--- src/logic/hic_pkg.sv ---
// hic_pkg: shared constants for the helical interpolation controller
// assumes a 100 MHz aclk and a synchronous active-low reset
package hic_pkg;
    localparam logic [2:0]  ADDR_CMD      = 3'h0;
    localparam logic [2:0]  ADDR_STATUS   = 3'h0;
    localparam logic [2:0]  ADDR_LO       = 3'h6;
    localparam logic [2:0]  ADDR_HI       = 3'h7;
    localparam logic [7:0]  CMD_SPEED     = 8'h05;
    localparam logic [7:0]  CMD_FINISH    = 8'h06;
    localparam logic [7:0]  CMD_CENTER    = 8'h08;
    localparam logic [7:0]  CMD_ROTATION  = 8'h1a;
    localparam logic [7:0]  CMD_MODE      = 8'h2a;
    localparam logic [7:0]  CMD_READ_CALC = 8'h3b;
    localparam logic [7:0]  CMD_DRIVE_CW  = 8'h64;
    localparam logic [7:0]  CMD_DRIVE_CCW = 8'h65;
    localparam logic [7:0]  CMD_CALC_CW   = 8'h6b;
    localparam logic [7:0]  CMD_CALC_CCW  = 8'h6c;
    localparam int          AX_X          = 0;
    localparam int          AX_Y          = 1;
    localparam int          AX_Z          = 2;
    localparam int          AX_U          = 3;
    localparam int          EQ_BIT        = 8;
    localparam int          ERR_BIT       = 4;
    localparam int          CLK_HZ        = 100000000;
    localparam logic [32:0] CLK_HZ_W      = 33'(CLK_HZ);
    localparam logic [15:0] MODE_RESET    = 16'h0000;
    localparam logic [7:0]  AXI_CMD       = 8'h00;
    localparam logic [7:0]  AXI_DATA      = 8'h04;
    localparam logic [7:0]  AXI_STATUS    = 8'h08;
    localparam logic [7:0]  AXI_RESULT    = 8'h0c;
    localparam logic [1:0]  RESP_OKAY     = 2'h0;
    localparam logic [1:0]  RESP_SLVERR   = 2'h2;
    typedef enum logic [1:0] {
        DS_IDLE  = 2'b00,
        DS_CALC  = 2'b01,
        DS_DRIVE = 2'b10
    } hic_dstate_t;
    typedef enum logic [2:0] {
        HS_IDLE  = 3'b000,
        HS_LO    = 3'b001,
        HS_HI    = 3'b010,
        HS_CMD   = 3'b011,
        HS_RLO   = 3'b100,
        HS_RHI   = 3'b101,
        HS_RDONE = 3'b110
    } hic_hstate_t;
endpackage : hic_pkg

--- src/logic/hic_if.sv ---
// hic_if: parallel register port between host and device
// assumes both ends share aclk; testbench instantiates and joins them
`timescale 1ns/1ns
`default_nettype none
interface hic_if;
    logic        wr_stb;
    logic [2:0]  wr_addr;
    logic [15:0] wr_data;
    logic [2:0]  rd_addr;
    logic [15:0] rd_data;
    modport device (input wr_stb, wr_addr, wr_data, rd_addr, output rd_data);
    modport host   (output wr_stb, wr_addr, wr_data, rd_addr, input rd_data);
endinterface : hic_if
`default_nettype wire

--- src/logic/hic_device.sv ---
// hic_device: helical interpolation engine behind the parallel register port
// assumes the host writes data low, data high, then the command word
`timescale 1ns/1ns
`default_nettype none
module hic_device (
    input  wire logic aclk,
    input  wire logic aresetn,
    hic_if.device     bus,
    output logic      circ_pulse,
    output logic      z_step,
    output logic      z_dir,
    output logic      u_step,
    output logic      u_dir,
    output logic      drive_active
);
    import hic_pkg::*;

    hic_dstate_t state;
    hic_dstate_t next_state;
    logic [15:0] data_lo;
    logic [15:0] data_hi;
    logic [15:0] mode;
    logic [15:0] rot;
    logic [31:0] speed;
    logic [31:0] cen_x;
    logic [31:0] cen_y;
    logic [31:0] fin_x;
    logic [31:0] fin_y;
    logic [31:0] feed_z;
    logic [31:0] feed_u;
    logic [31:0] total;
    logic [31:0] cnt;
    logic [31:0] phase;
    logic [31:0] rd_val;
    logic        calc_ccw;
    logic        err;
    logic [15:0] next_data_lo;
    logic [15:0] next_data_hi;
    logic [15:0] next_mode;
    logic [15:0] next_rot;
    logic [31:0] next_speed;
    logic [31:0] next_cen_x;
    logic [31:0] next_cen_y;
    logic [31:0] next_fin_x;
    logic [31:0] next_fin_y;
    logic [31:0] next_feed_z;
    logic [31:0] next_feed_u;
    logic [31:0] next_total;
    logic [31:0] next_cnt;
    logic [31:0] next_phase;
    logic [31:0] next_rd_val;
    logic        next_calc_ccw;
    logic        next_err;
    logic        next_circ_pulse;
    logic [15:0] next_rd_data;
    logic        cmd_stb;
    logic [7:0]  code;
    logic [3:0]  axes;
    logic [31:0] word;
    logic        z_on;
    logic        u_on;
    logic        helical_ok;
    logic        origin;
    logic [31:0] radius;
    logic [31:0] per_turn;
    logic [15:0] turns;
    logic [31:0] arc;
    logic [32:0] ph_sum;
    logic        axis_clear;

    function automatic logic [31:0] mag(input logic [31:0] v);
        mag = v[31] ? (32'h0 - v) : v;
    endfunction : mag

    assign cmd_stb    = bus.wr_stb && (bus.wr_addr == ADDR_CMD);
    assign code       = bus.wr_data[7:0];
    assign axes       = bus.wr_data[11:8];
    assign word       = {data_hi, data_lo};
    assign z_on       = (mode[3:0] == 4'h7) || (mode[3:0] == 4'hf);
    assign u_on       = (mode[3:0] == 4'hb) || (mode[3:0] == 4'hf);
    assign helical_ok = mode[AX_X] && mode[AX_Y] && (z_on || u_on);
    assign origin     = (fin_x == 32'h0) && (fin_y == 32'h0);
    assign radius     = (mag(cen_x) > mag(cen_y)) ? mag(cen_x) : mag(cen_y);
    assign per_turn   = {radius[28:0], 3'h0};
    assign turns      = (origin && (rot < 16'h2)) ? 16'h1 : rot;
    assign arc        = origin ? 32'h0 : (mag(fin_x) + mag(fin_y));
    assign ph_sum     = {1'b0, phase} + {1'b0, speed};
    // the last circle pulse lands with state idle and must still step
    assign axis_clear = (state == DS_IDLE) && !circ_pulse;

    always_comb begin
        next_state      = state;
        next_data_lo    = data_lo;
        next_data_hi    = data_hi;
        next_mode       = mode;
        next_rot        = rot;
        next_speed      = speed;
        next_cen_x      = cen_x;
        next_cen_y      = cen_y;
        next_fin_x      = fin_x;
        next_fin_y      = fin_y;
        next_feed_z     = feed_z;
        next_feed_u     = feed_u;
        next_total      = total;
        next_cnt        = cnt;
        next_phase      = phase;
        next_rd_val     = rd_val;
        next_calc_ccw   = calc_ccw;
        next_err        = err;
        next_circ_pulse = 1'b0;
        if (bus.wr_stb && (bus.wr_addr == ADDR_LO)) begin
            next_data_lo = bus.wr_data;
        end else if (bus.wr_stb && (bus.wr_addr == ADDR_HI)) begin
            next_data_hi = bus.wr_data;
        end
        case (state)
            DS_IDLE: begin
                if (cmd_stb) begin
                    case (code)
                        CMD_MODE: next_mode = data_lo;
                        CMD_ROTATION: next_rot = data_lo;
                        CMD_SPEED: begin
                            if (axes[AX_X]) begin
                                next_speed = word;
                            end
                        end
                        CMD_CENTER: begin
                            if (axes[AX_X]) begin
                                next_cen_x = word;
                            end
                            if (axes[AX_Y]) begin
                                next_cen_y = word;
                            end
                        end
                        CMD_FINISH: begin
                            if (axes[AX_X]) begin
                                next_fin_x = word;
                            end
                            if (axes[AX_Y]) begin
                                next_fin_y = word;
                            end
                            if (axes[AX_Z]) begin
                                next_feed_z = word;
                            end
                            if (axes[AX_U]) begin
                                next_feed_u = word;
                            end
                        end
                        CMD_CALC_CW, CMD_CALC_CCW: begin
                            next_calc_ccw = (code == CMD_CALC_CCW);
                            next_err      = !helical_ok;
                            next_total    = arc;
                            next_cnt      = 32'h0;
                            if (helical_ok) begin
                                next_state = DS_CALC;
                            end
                        end
                        CMD_READ_CALC: next_rd_val = total;
                        CMD_DRIVE_CW, CMD_DRIVE_CCW: begin
                            next_err = !helical_ok || !mode[EQ_BIT]
                                || (calc_ccw != (code == CMD_DRIVE_CCW));
                            next_cnt   = 32'h0;
                            next_phase = 32'h0;
                            if (!next_err && (total != 32'h0)) begin
                                next_state = DS_DRIVE;
                            end
                        end
                        default: next_err = err;
                    endcase
                end
            end
            DS_CALC: begin
                if (cnt[15:0] < turns) begin
                    next_total = total + per_turn;
                    next_cnt   = cnt + 32'h1;
                end else begin
                    next_state = DS_IDLE;
                end
            end
            DS_DRIVE: begin
                if (ph_sum >= CLK_HZ_W) begin
                    next_phase      = 32'(ph_sum - CLK_HZ_W);
                    next_circ_pulse = 1'b1;
                    next_cnt        = cnt + 32'h1;
                    if (next_cnt == total) begin
                        next_state = DS_IDLE;
                    end
                end else begin
                    next_phase = ph_sum[31:0];
                end
            end
            default: next_state = DS_IDLE;
        endcase
    end

    always_comb begin
        if (bus.rd_addr == ADDR_STATUS) begin
            next_rd_data = {11'h0, err,
                            (state == DS_DRIVE) && u_on,
                            (state == DS_DRIVE) && z_on,
                            state != DS_IDLE, state != DS_IDLE};
        end else if (bus.rd_addr == ADDR_LO) begin
            next_rd_data = rd_val[15:0];
        end else if (bus.rd_addr == ADDR_HI) begin
            next_rd_data = rd_val[31:16];
        end else begin
            next_rd_data = 16'h0;
        end
    end

    always_ff @(posedge aclk) begin
        if (!aresetn) begin
            state       <= DS_IDLE;
            data_lo     <= 16'h0;
            data_hi     <= 16'h0;
            mode        <= MODE_RESET;
            rot         <= 16'h0;
            speed       <= 32'h0;
            cen_x       <= 32'h0;
            cen_y       <= 32'h0;
            fin_x       <= 32'h0;
            fin_y       <= 32'h0;
            feed_z      <= 32'h0;
            feed_u      <= 32'h0;
            total       <= 32'h0;
            cnt         <= 32'h0;
            phase       <= 32'h0;
            rd_val      <= 32'h0;
            calc_ccw    <= 1'b0;
            err         <= 1'b0;
            circ_pulse  <= 1'b0;
            bus.rd_data <= 16'h0;
        end else begin
            state       <= next_state;
            data_lo     <= next_data_lo;
            data_hi     <= next_data_hi;
            mode        <= next_mode;
            rot         <= next_rot;
            speed       <= next_speed;
            cen_x       <= next_cen_x;
            cen_y       <= next_cen_y;
            fin_x       <= next_fin_x;
            fin_y       <= next_fin_y;
            feed_z      <= next_feed_z;
            feed_u      <= next_feed_u;
            total       <= next_total;
            cnt         <= next_cnt;
            phase       <= next_phase;
            rd_val      <= next_rd_val;
            calc_ccw    <= next_calc_ccw;
            err         <= next_err;
            circ_pulse  <= next_circ_pulse;
            bus.rd_data <= next_rd_data;
        end
    end

    assign drive_active = (state == DS_DRIVE);
    assign z_dir        = feed_z[31];
    assign u_dir        = feed_u[31];

    // synchronized axes, rate set by circle pulses, feed and total
    hic_axis u_axis_z (
        .aclk    (aclk),
        .aresetn (aresetn),
        .clear   (axis_clear),
        .pulse   (circ_pulse),
        .feed    (z_on ? mag(feed_z) : 32'h0),
        .total   (total),
        .step    (z_step)
    );

    hic_axis u_axis_u (
        .aclk    (aclk),
        .aresetn (aresetn),
        .clear   (axis_clear),
        .pulse   (circ_pulse),
        .feed    (u_on ? mag(feed_u) : 32'h0),
        .total   (total),
        .step    (u_step)
    );
endmodule : hic_device
`default_nettype wire

--- src/logic/hic_axis.sv ---
// hic_axis: one synchronized axis, stepped in proportion to circle pulses
// assumes feed magnitude below total and clear before each drive
`timescale 1ns/1ns
`default_nettype none
module hic_axis (
    input  wire logic        aclk,
    input  wire logic        aresetn,
    input  wire logic        clear,
    input  wire logic        pulse,
    input  wire logic [31:0] feed,
    input  wire logic [31:0] total,
    output logic             step
);
    logic [32:0] acc;
    logic [32:0] next_acc;
    logic        next_step;
    logic [32:0] sum;

    always_comb begin
        sum       = acc + {1'b0, feed};
        next_acc  = acc;
        next_step = 1'b0;
        if (clear) begin
            next_acc = 33'h0;
        end else if (pulse) begin
            if (sum >= {1'b0, total}) begin
                next_acc  = sum - {1'b0, total};
                next_step = 1'b1;
            end else begin
                next_acc = sum;
            end
        end
    end

    always_ff @(posedge aclk) begin
        if (!aresetn) begin
            acc  <= 33'h0;
            step <= 1'b0;
        end else begin
            acc  <= next_acc;
            step <= next_step;
        end
    end
endmodule : hic_axis
`default_nettype wire

--- src/flat_wrapper.sv ---
// flat-port wrapper written by rule: the top's interface ports become plain ports
module hic_device_flat import hic_pkg::*;
  (aclk, aresetn, circ_pulse, z_step, z_dir, u_step, u_dir, drive_active, bus_wr_stb, bus_wr_addr, bus_wr_data, bus_rd_addr, bus_rd_data);
  hic_if bus_i ();
  input  wire logic aclk;
  input  wire logic aresetn;
  output logic circ_pulse;
  output logic z_step;
  output logic z_dir;
  output logic u_step;
  output logic u_dir;
  output logic drive_active;
  input wire logic [$bits(bus_i.wr_stb)-1:0] bus_wr_stb;
  input wire logic [$bits(bus_i.wr_addr)-1:0] bus_wr_addr;
  input wire logic [$bits(bus_i.wr_data)-1:0] bus_wr_data;
  input wire logic [$bits(bus_i.rd_addr)-1:0] bus_rd_addr;
  output wire logic [$bits(bus_i.rd_data)-1:0] bus_rd_data;
  assign bus_i.wr_stb = bus_wr_stb;
  assign bus_i.wr_addr = bus_wr_addr;
  assign bus_i.wr_data = bus_wr_data;
  assign bus_i.rd_addr = bus_rd_addr;
  assign bus_rd_data = bus_i.rd_data;
  hic_device u_core (.aclk(aclk), .aresetn(aresetn), .bus(bus_i), .circ_pulse(circ_pulse), .z_step(z_step), .z_dir(z_dir), .u_step(u_step), .u_dir(u_dir), .drive_active(drive_active));
endmodule
--- config.mk ---
export PLATFORM = sky130hd
export DESIGN_NAME = hic_device_flat
export DESIGN_NICKNAME = d
export VERILOG_FILES = /design/src/logic/hic_pkg.sv /design/src/logic/hic_if.sv /design/src/logic/hic_device.sv /design/src/logic/hic_axis.sv /design/src/flat_wrapper.sv
export SDC_FILE = /design/constraint.sdc
export NUM_CORES = 2
export LEC_CHECK = 0
export BUFFER_PORTS_ARGS = -buffer_cell sky130_fd_sc_hd__buf_4
export CAP_MARGIN = 0
export CORE_MARGIN = 8
export CORE_UTILIZATION = 50
export CTS_BUF_LIST = sky130_fd_sc_hd__clkbuf_4
export DETAILED_ROUTE_END_ITERATION = 16
export GPL_TIMING_DRIVEN = 0
export PLACE_DENSITY_LB_ADDON = 0.1
export SLEW_MARGIN = 0
export SYNTH_ARGS = -nofsm -noshare
export SYNTH_HDL_FRONTEND = slang
export SYNTH_SLANG_ARGS = --single-unit
--- constraint.sdc ---
create_clock -name aclk -period 17.9 [get_ports aclk]
set_clock_uncertainty 0.15 [all_clocks]
set_input_delay 0.895 -clock aclk [delete_from_list [all_inputs] [get_ports aclk]]
set_output_delay 0.895 -clock aclk [all_outputs]
set_load 0.05 [all_outputs]
## Yosys cells after proc, flatten, opt, wreduce, memory -nomap -nowiden

Index checks and enable logic that the tools add are counted.

- Memory bits (read-only): 0
- RAM bits: 0
- Latch bits: 0
- Output and inout bits: 22
- Flip-flop bits (word level): 498
- Memories kept: 0

- Eq/ne operators: 32
- Shift operators: 0
- Div/mod/pow operators: 0
- Reductions and logical operators: 55
- Bitwise operators: 3
- Multiply operators: 0
- Add/subtract/negate cells: 15
- Muxes and demuxes: 41
- Order comparisons: 6

Operators by type and width:

| kind | count |
|---|---|
| 32-bit two-way mux | 19 |
| 1-bit by 32-bit subtractor with 32-bit output (first input constant) | 6 |
| 32-bit one-hot mux with 2 select lines | 2 |
| 32-bit one-hot mux with 3 select lines | 1 |
| 33-bit by 32-bit adder with 33-bit output | 2 |
| 33-bit by 32-bit greater-or-equal comparator with 1-bit output | 2 |
| 33-bit two-way mux | 2 |
| 33-bit by 32-bit subtractor with 33-bit output | 2 |
| 32-bit adder | 2 |
| 32-bit logical NOT | 2 |
| 16-bit two-way mux | 3 |
| 32-bit by 32-bit adder with 33-bit output | 1 |
| 33-bit by 27-bit greater-or-equal comparator with 1-bit output (second input constant) | 1 |
| 32-bit by 1-bit adder with 32-bit output (second input constant) | 1 |
| 32-bit == test | 1 |
| 8-bit by 7-bit == test with 1-bit output (second input constant) | 4 |
| 32-bit greater-than comparator | 1 |
| 4-bit AND reduction | 8 |
| 32-bit nonzero test | 1 |
| 32-bit by 27-bit subtractor with 32-bit output (second input constant) | 1 |
| 29-bit two-way mux | 1 |
| 3-bit AND reduction | 6 |
| 8-bit by 3-bit == test with 1-bit output (second input constant) | 2 |
| 8-bit by 6-bit == test with 1-bit output (second input constant) | 2 |
| other kinds (34) | 79 |

## Longest topological paths before layout

- Depth in word-level cells: 13
- Gate-level depth with buffers: 34
- Mapped depth without buffers: 34

## By module

Synthesis repeated with hierarchy kept, for this count alone.

- Cells, all modules: 5,143
- Area, all modules: 38,324.3 µm²

Modules (own cells, without submodules):

| module | seq. area each (µm²) | cells each | times used | area each (µm²) |
|---|---|---|---|---|
| hic_device | 8,528.2 | 3,765 | 1 | 28,207.1 |
| hic_axis at u_core.u_axis_u | 680.7 | 707 | 1 | 5,205.0 |
| hic_axis at u_core.u_axis_z | 680.7 | 671 | 1 | 4,912.2 |

## Worst setup path before layout

Ideal clock, no wire load.

- Path kind: register -> register
- From: reg u_core.cen_y[3]
- To: reg u_core.total[30]
- Path slack: 9,740 ps
- Period minus slack after synthesis: 8,160 ps
- Stages on the path, launching flop included: 33
- Arrival time: 7,893 ps
- Buffers on the path: 2
- Library setup time: 117 ps
- Cells stage by stage: dfxtp_1 > or4_1 > or3_1 > nand4bb_1 > or3_1 > or2_2 > nand2b_1 > or2_2 > or4b_2 > ha_1 > nand3_1 > nor2_1 > nand4_1 > nor4_1 > nor2_1 > a2bb2oi_1 > and2_1 > clkbuf_1 > clkbuf_1 > nor2_1 > a21oi_1 > ha_1 > a21o_1 > a2111oi_0 > o31a_1 > o21ai_0 > a221oi_1 > a21oi_1 > a21o_1 > a31oi_1 > xor2_1 > o22ai_1 > o2bb2ai_1

- Cells in the longest elaborated chain, start to end: 7

Ends and longest elaborated chain:

| item | line | RTL |
|---|---|---|
| start, declared | hic_device.sv:26 | `logic [31:0] cen_y;` |
| start signal, assigned | hic_device.sv:241 | `cen_y <= next_cen_y;` |
| 1-bit by 32-bit subtractor with 32-bit output | hic_device.sv:72 | `mag = v[31] ? (32'h0 - v) : v;` |
| 32-bit two-way mux * | hic_device.sv:72 |  |
| 32-bit greater-than comparator | hic_device.sv:83 | `assign radius = (mag(cen_x) > mag(cen_y)) ? mag(cen_x) : mag(cen_y);` |
| 29-bit two-way mux * | hic_device.sv:83 |  |
| 32-bit adder * | hic_device.sv:174 | `next_total = total + per_turn;` |
| 32-bit two-way mux * | hic_device.sv:173 | `if (cnt[15:0] < turns) begin` |
| 32-bit one-hot mux with 2 select lines * | hic_device.sv:116 | `case (state)` |
| end signal, assigned | hic_device.sv:246 | `total <= next_total;` |
| end, declared | hic_device.sv:31 | `logic [31:0] total;` |

Mark *: on every way between the ends. The rest lies on a longest branch, timed or not. The select of a mux whose other input is x is not followed.
A chain may end at the register's enable or synchronous reset.

## Final worst setup path

- From: reg u_core.cen_y[3]
- To: reg u_core.total[29]

The elaborated chain is that of the path after synthesis.

==> results.json <==
{
  "outcome": "complete, but fails checks",
  "violations": "capacitance limit, slew limit",
  "critPathSlowestCell": "or4b_2",
  "synth_nets": 5219,
  "std_cell_rows": 99,
  "post_drt_wl_per_cell_um": 22.1,
  "final_area_um2": 40000,
  "finalHoldViolCount": 0,
  "worst_slack_ns": 7.80,
  "drt-met1-wl_um": 59700,
  "synthFlopType": "dfxtp_1",
  "synth_edf_count": 0,
  "timing.fmax_ghz": 0.0990,
  "syn-cell-area_um2": 36500,
  "die_y_um": 286,
  "place_area_um2": 38100,
  "min_period_ns": 10.10,
  "clk_latency_ns": 1.01,
  "worstRegToRegCells": 31,
  "dieArea_um2": 82000,
  "ys_seq_elements": 494,
  "synth_cells": 4905,
  "wl_met2_um": 59000,
  "drive_gt1_share_pct": 6.85,
  "num_vias": 37000,
  "syn_area_per_cell_um2": 7.45,
  "grt_pass1_wl_um": 204000,
  "ys_async_sr_fraction_pct": 0,
  "power.density_nw_per_um2": 61.3,
  "path_buf_inv": 2,
  "dieWidth_um": 286,
  "fin_tns_setup_ns": 0,
  "final_cell_mix": "nand2_1 (917), a21oi_1 (566), dfxtp_1 (494)",
  "place_congestion": 0.989,
  "cp_top_family": "simple AND/OR/NAND/NOR gates",
  "grt_max_degree": 17,
  "max-clock-path-buffers": 3,
  "root_buffer": "clkbuf_4",
  "dp_hpwl_um": 103000,
  "antenna_found_initial": 9,
  "via_per_inst": 5.99,
  "netlist-cell-type-count": 97,
  "hold_path_depth": 3,
  "clkSlewWorstSetupHoldPaths_ns": 0.06,
  "wl_met3_um": 12200,
  "crit_cells": 31,
  "highest_layer": "met5",
  "ff2ff_setup_slack_ns": 7.80,
  "multiInputGateArea_um2": 25100,
  "initial_core_util_pct": 50.3,
  "ys_warn_count": 0,
  "cts_setup_buffers": 0,
  "rsz0062_at_grt": "no",
  "drt_iter0_drc": 3566,
  "fin_crit_sh_pct": 56.4,
  "worst_slew_pin_slew_ns": 1.57,
  "totalPowerFinal_uw": 2450,
  "ir_drop_v": 0.0000443,
  "syn_to_final_growth_pct": 9.61,
  "finalMaxSlewViolations": 4,
  "first_pass_iters": 6,
  "fill_cells": 7290,
  "hp-class": "input port to register",
  "ant_nets": 0,
  "slowest_delay_ns": 0.65,
  "drt_wl_total_um": 137000,
  "drc": 0,
  "end_kind": "register",
  "instances_no_fill": 6176,
  "critPathLaunchType": "register",
  "place_inst": 5909,
  "port_buffers": 44,
  "drv_cap": 1,
  "pin_count": 47,
  "path_class": "register to register",
  "grt_overflow": 0,
  "cpMostUsedCell": "o31ai_1",
  "grt_usage_pct": 32.0,
  "leakagePower_uw": 0.0166,
  "cts_sinks": 494,
  "regArea_um2": 9890,
  "cts_tree": "done",
  "pre_cts_ws_ns": 8.14,
  "grt_pass1_vias": 34300,
  "seq_area_frac_synth_pct": 27.1,
  "cts_htree_levels": 4,
  "fin_nets": 5420,
  "critPathArrivalTime_ns": 10.70,
  "slew_headroom_pct": -6.47,
  "worstPathRequired_ns": 18.50,
  "setup_viol": 0,
  "coreArea_um2": 72600,
  "cts_made_buffers": 144,
  "mostFrequentLayoutCell": "nand2_1",
  "critPathMaxFanout": 10
}
## final cells by class
cell class	instances	area share, %
Buffer	259	2.55
Timing Repair Buffer	55	1.12
Antenna cell	7	0.0438
Multi-Input combinational cell	4006	62.7
Inverter	146	1.37
Sequential cell	494	24.7
Clock inverter	43	0.691
Clock buffer	207	3.88
Tap cell	959	3.00
## power breakdown
group          switching (uW)  total [uW]  internal [uW]
clock                     536        1110            575
combinational             157         235           77.9
sequential               6.20        1110           1100
## cell families after synthesis
group | after synthesis | share of synthesized area (%)
AO/OA/AOI/OAI | 1391 | 23.7
XOR/XNOR | 425 | 10.2
adder cells (fa/ha/maj) | 289 | 10.0
buffers and inverters | 405 | 4.29
flip-flops | 494 | 27.1
multiplexers | 77 | 2.12
AND/OR/NAND/NOR | 1824 | 22.6
## worst min-delay path, stage by stage
cell and delay (ns):
buf_4 0.14, nand2_1 0.06, a21oi_1 0.05
## stage by stage
step / hold WS [ns] / utilization [%]
after floorplan: 0.281 / -
after global placement: 0.287 / 52.4
after detailed placement: 0.294 / 52.5
after CTS: 0.00403 / 55.1
after global routing: 0.0649 / 55.2
final: 0.101 / 55.2
## final timing paths
| check | startpoint | to |
|---|---|---|
| setup / recovery | u_core.cen_y[3]$_SDFFE_PN0P_ | u_core.total[29]$_SDFFE_PN0P_ |
| hold / removal | bus_wr_data[2] | u_core.data_hi[2]$_SDFFE_PN0P_ |
| setup reg to reg | u_core.cen_y[3]$_SDFFE_PN0P_ | u_core.total[29]$_SDFFE_PN0P_ |
| hold reg to reg | u_core.rd_val[13]$_SDFFE_PN0P_ | u_core.rd_val[13]$_SDFFE_PN0P_ |
## per-layer routing
layer,GRT usage (%),vias to the layer above
met1,43.4,17300
li1,-,17900
met3,6.71,306
met2,49.0,1501
met4,13.7,6
met5,0,-
## synth_stat cells, drive strengths merged, types with 128 or more instances
cell type  instances  share of area [%]
nor2             326                3.3
a21o             128                2.6
a21oi            573                7.9
ha               282                9.7
dfxtp            494                 27
inv              146                1.5
clkbuf           240                2.5
nand2            924                9.6
xnor2            280                6.7
xor2             144                3.5
o21ai            257                3.6
## repair_timing
| item | CTS | global route |
|---|---|---|
| resized for setup | 0 | 0 |
| hold endpoints to repair | 15 | 0 |
| hold buffers | 9 | 0 |
## registers in the layout, summed over array words and instances (netlist names), 2 cells and up
signal / cells
u_core.fin_y: 32
u_core.u_axis_z.acc: 33
u_core.state: 2
u_core.mode: 5
u_core.cen_y: 32
u_core.speed: 32
u_core.feed_u: 32
u_core.bus.rd_data: 16
u_core.rot: 16
u_core.data_hi: 16
u_core.phase: 32
u_core.cen_x: 32
u_core.u_axis_u.acc: 33
u_core.data_lo: 16
u_core.rd_val: 32
u_core.cnt: 32
u_core.total: 32
u_core.fin_x: 32
u_core.feed_z: 32
No activity file was read; power rests on OpenSTA's default activity.
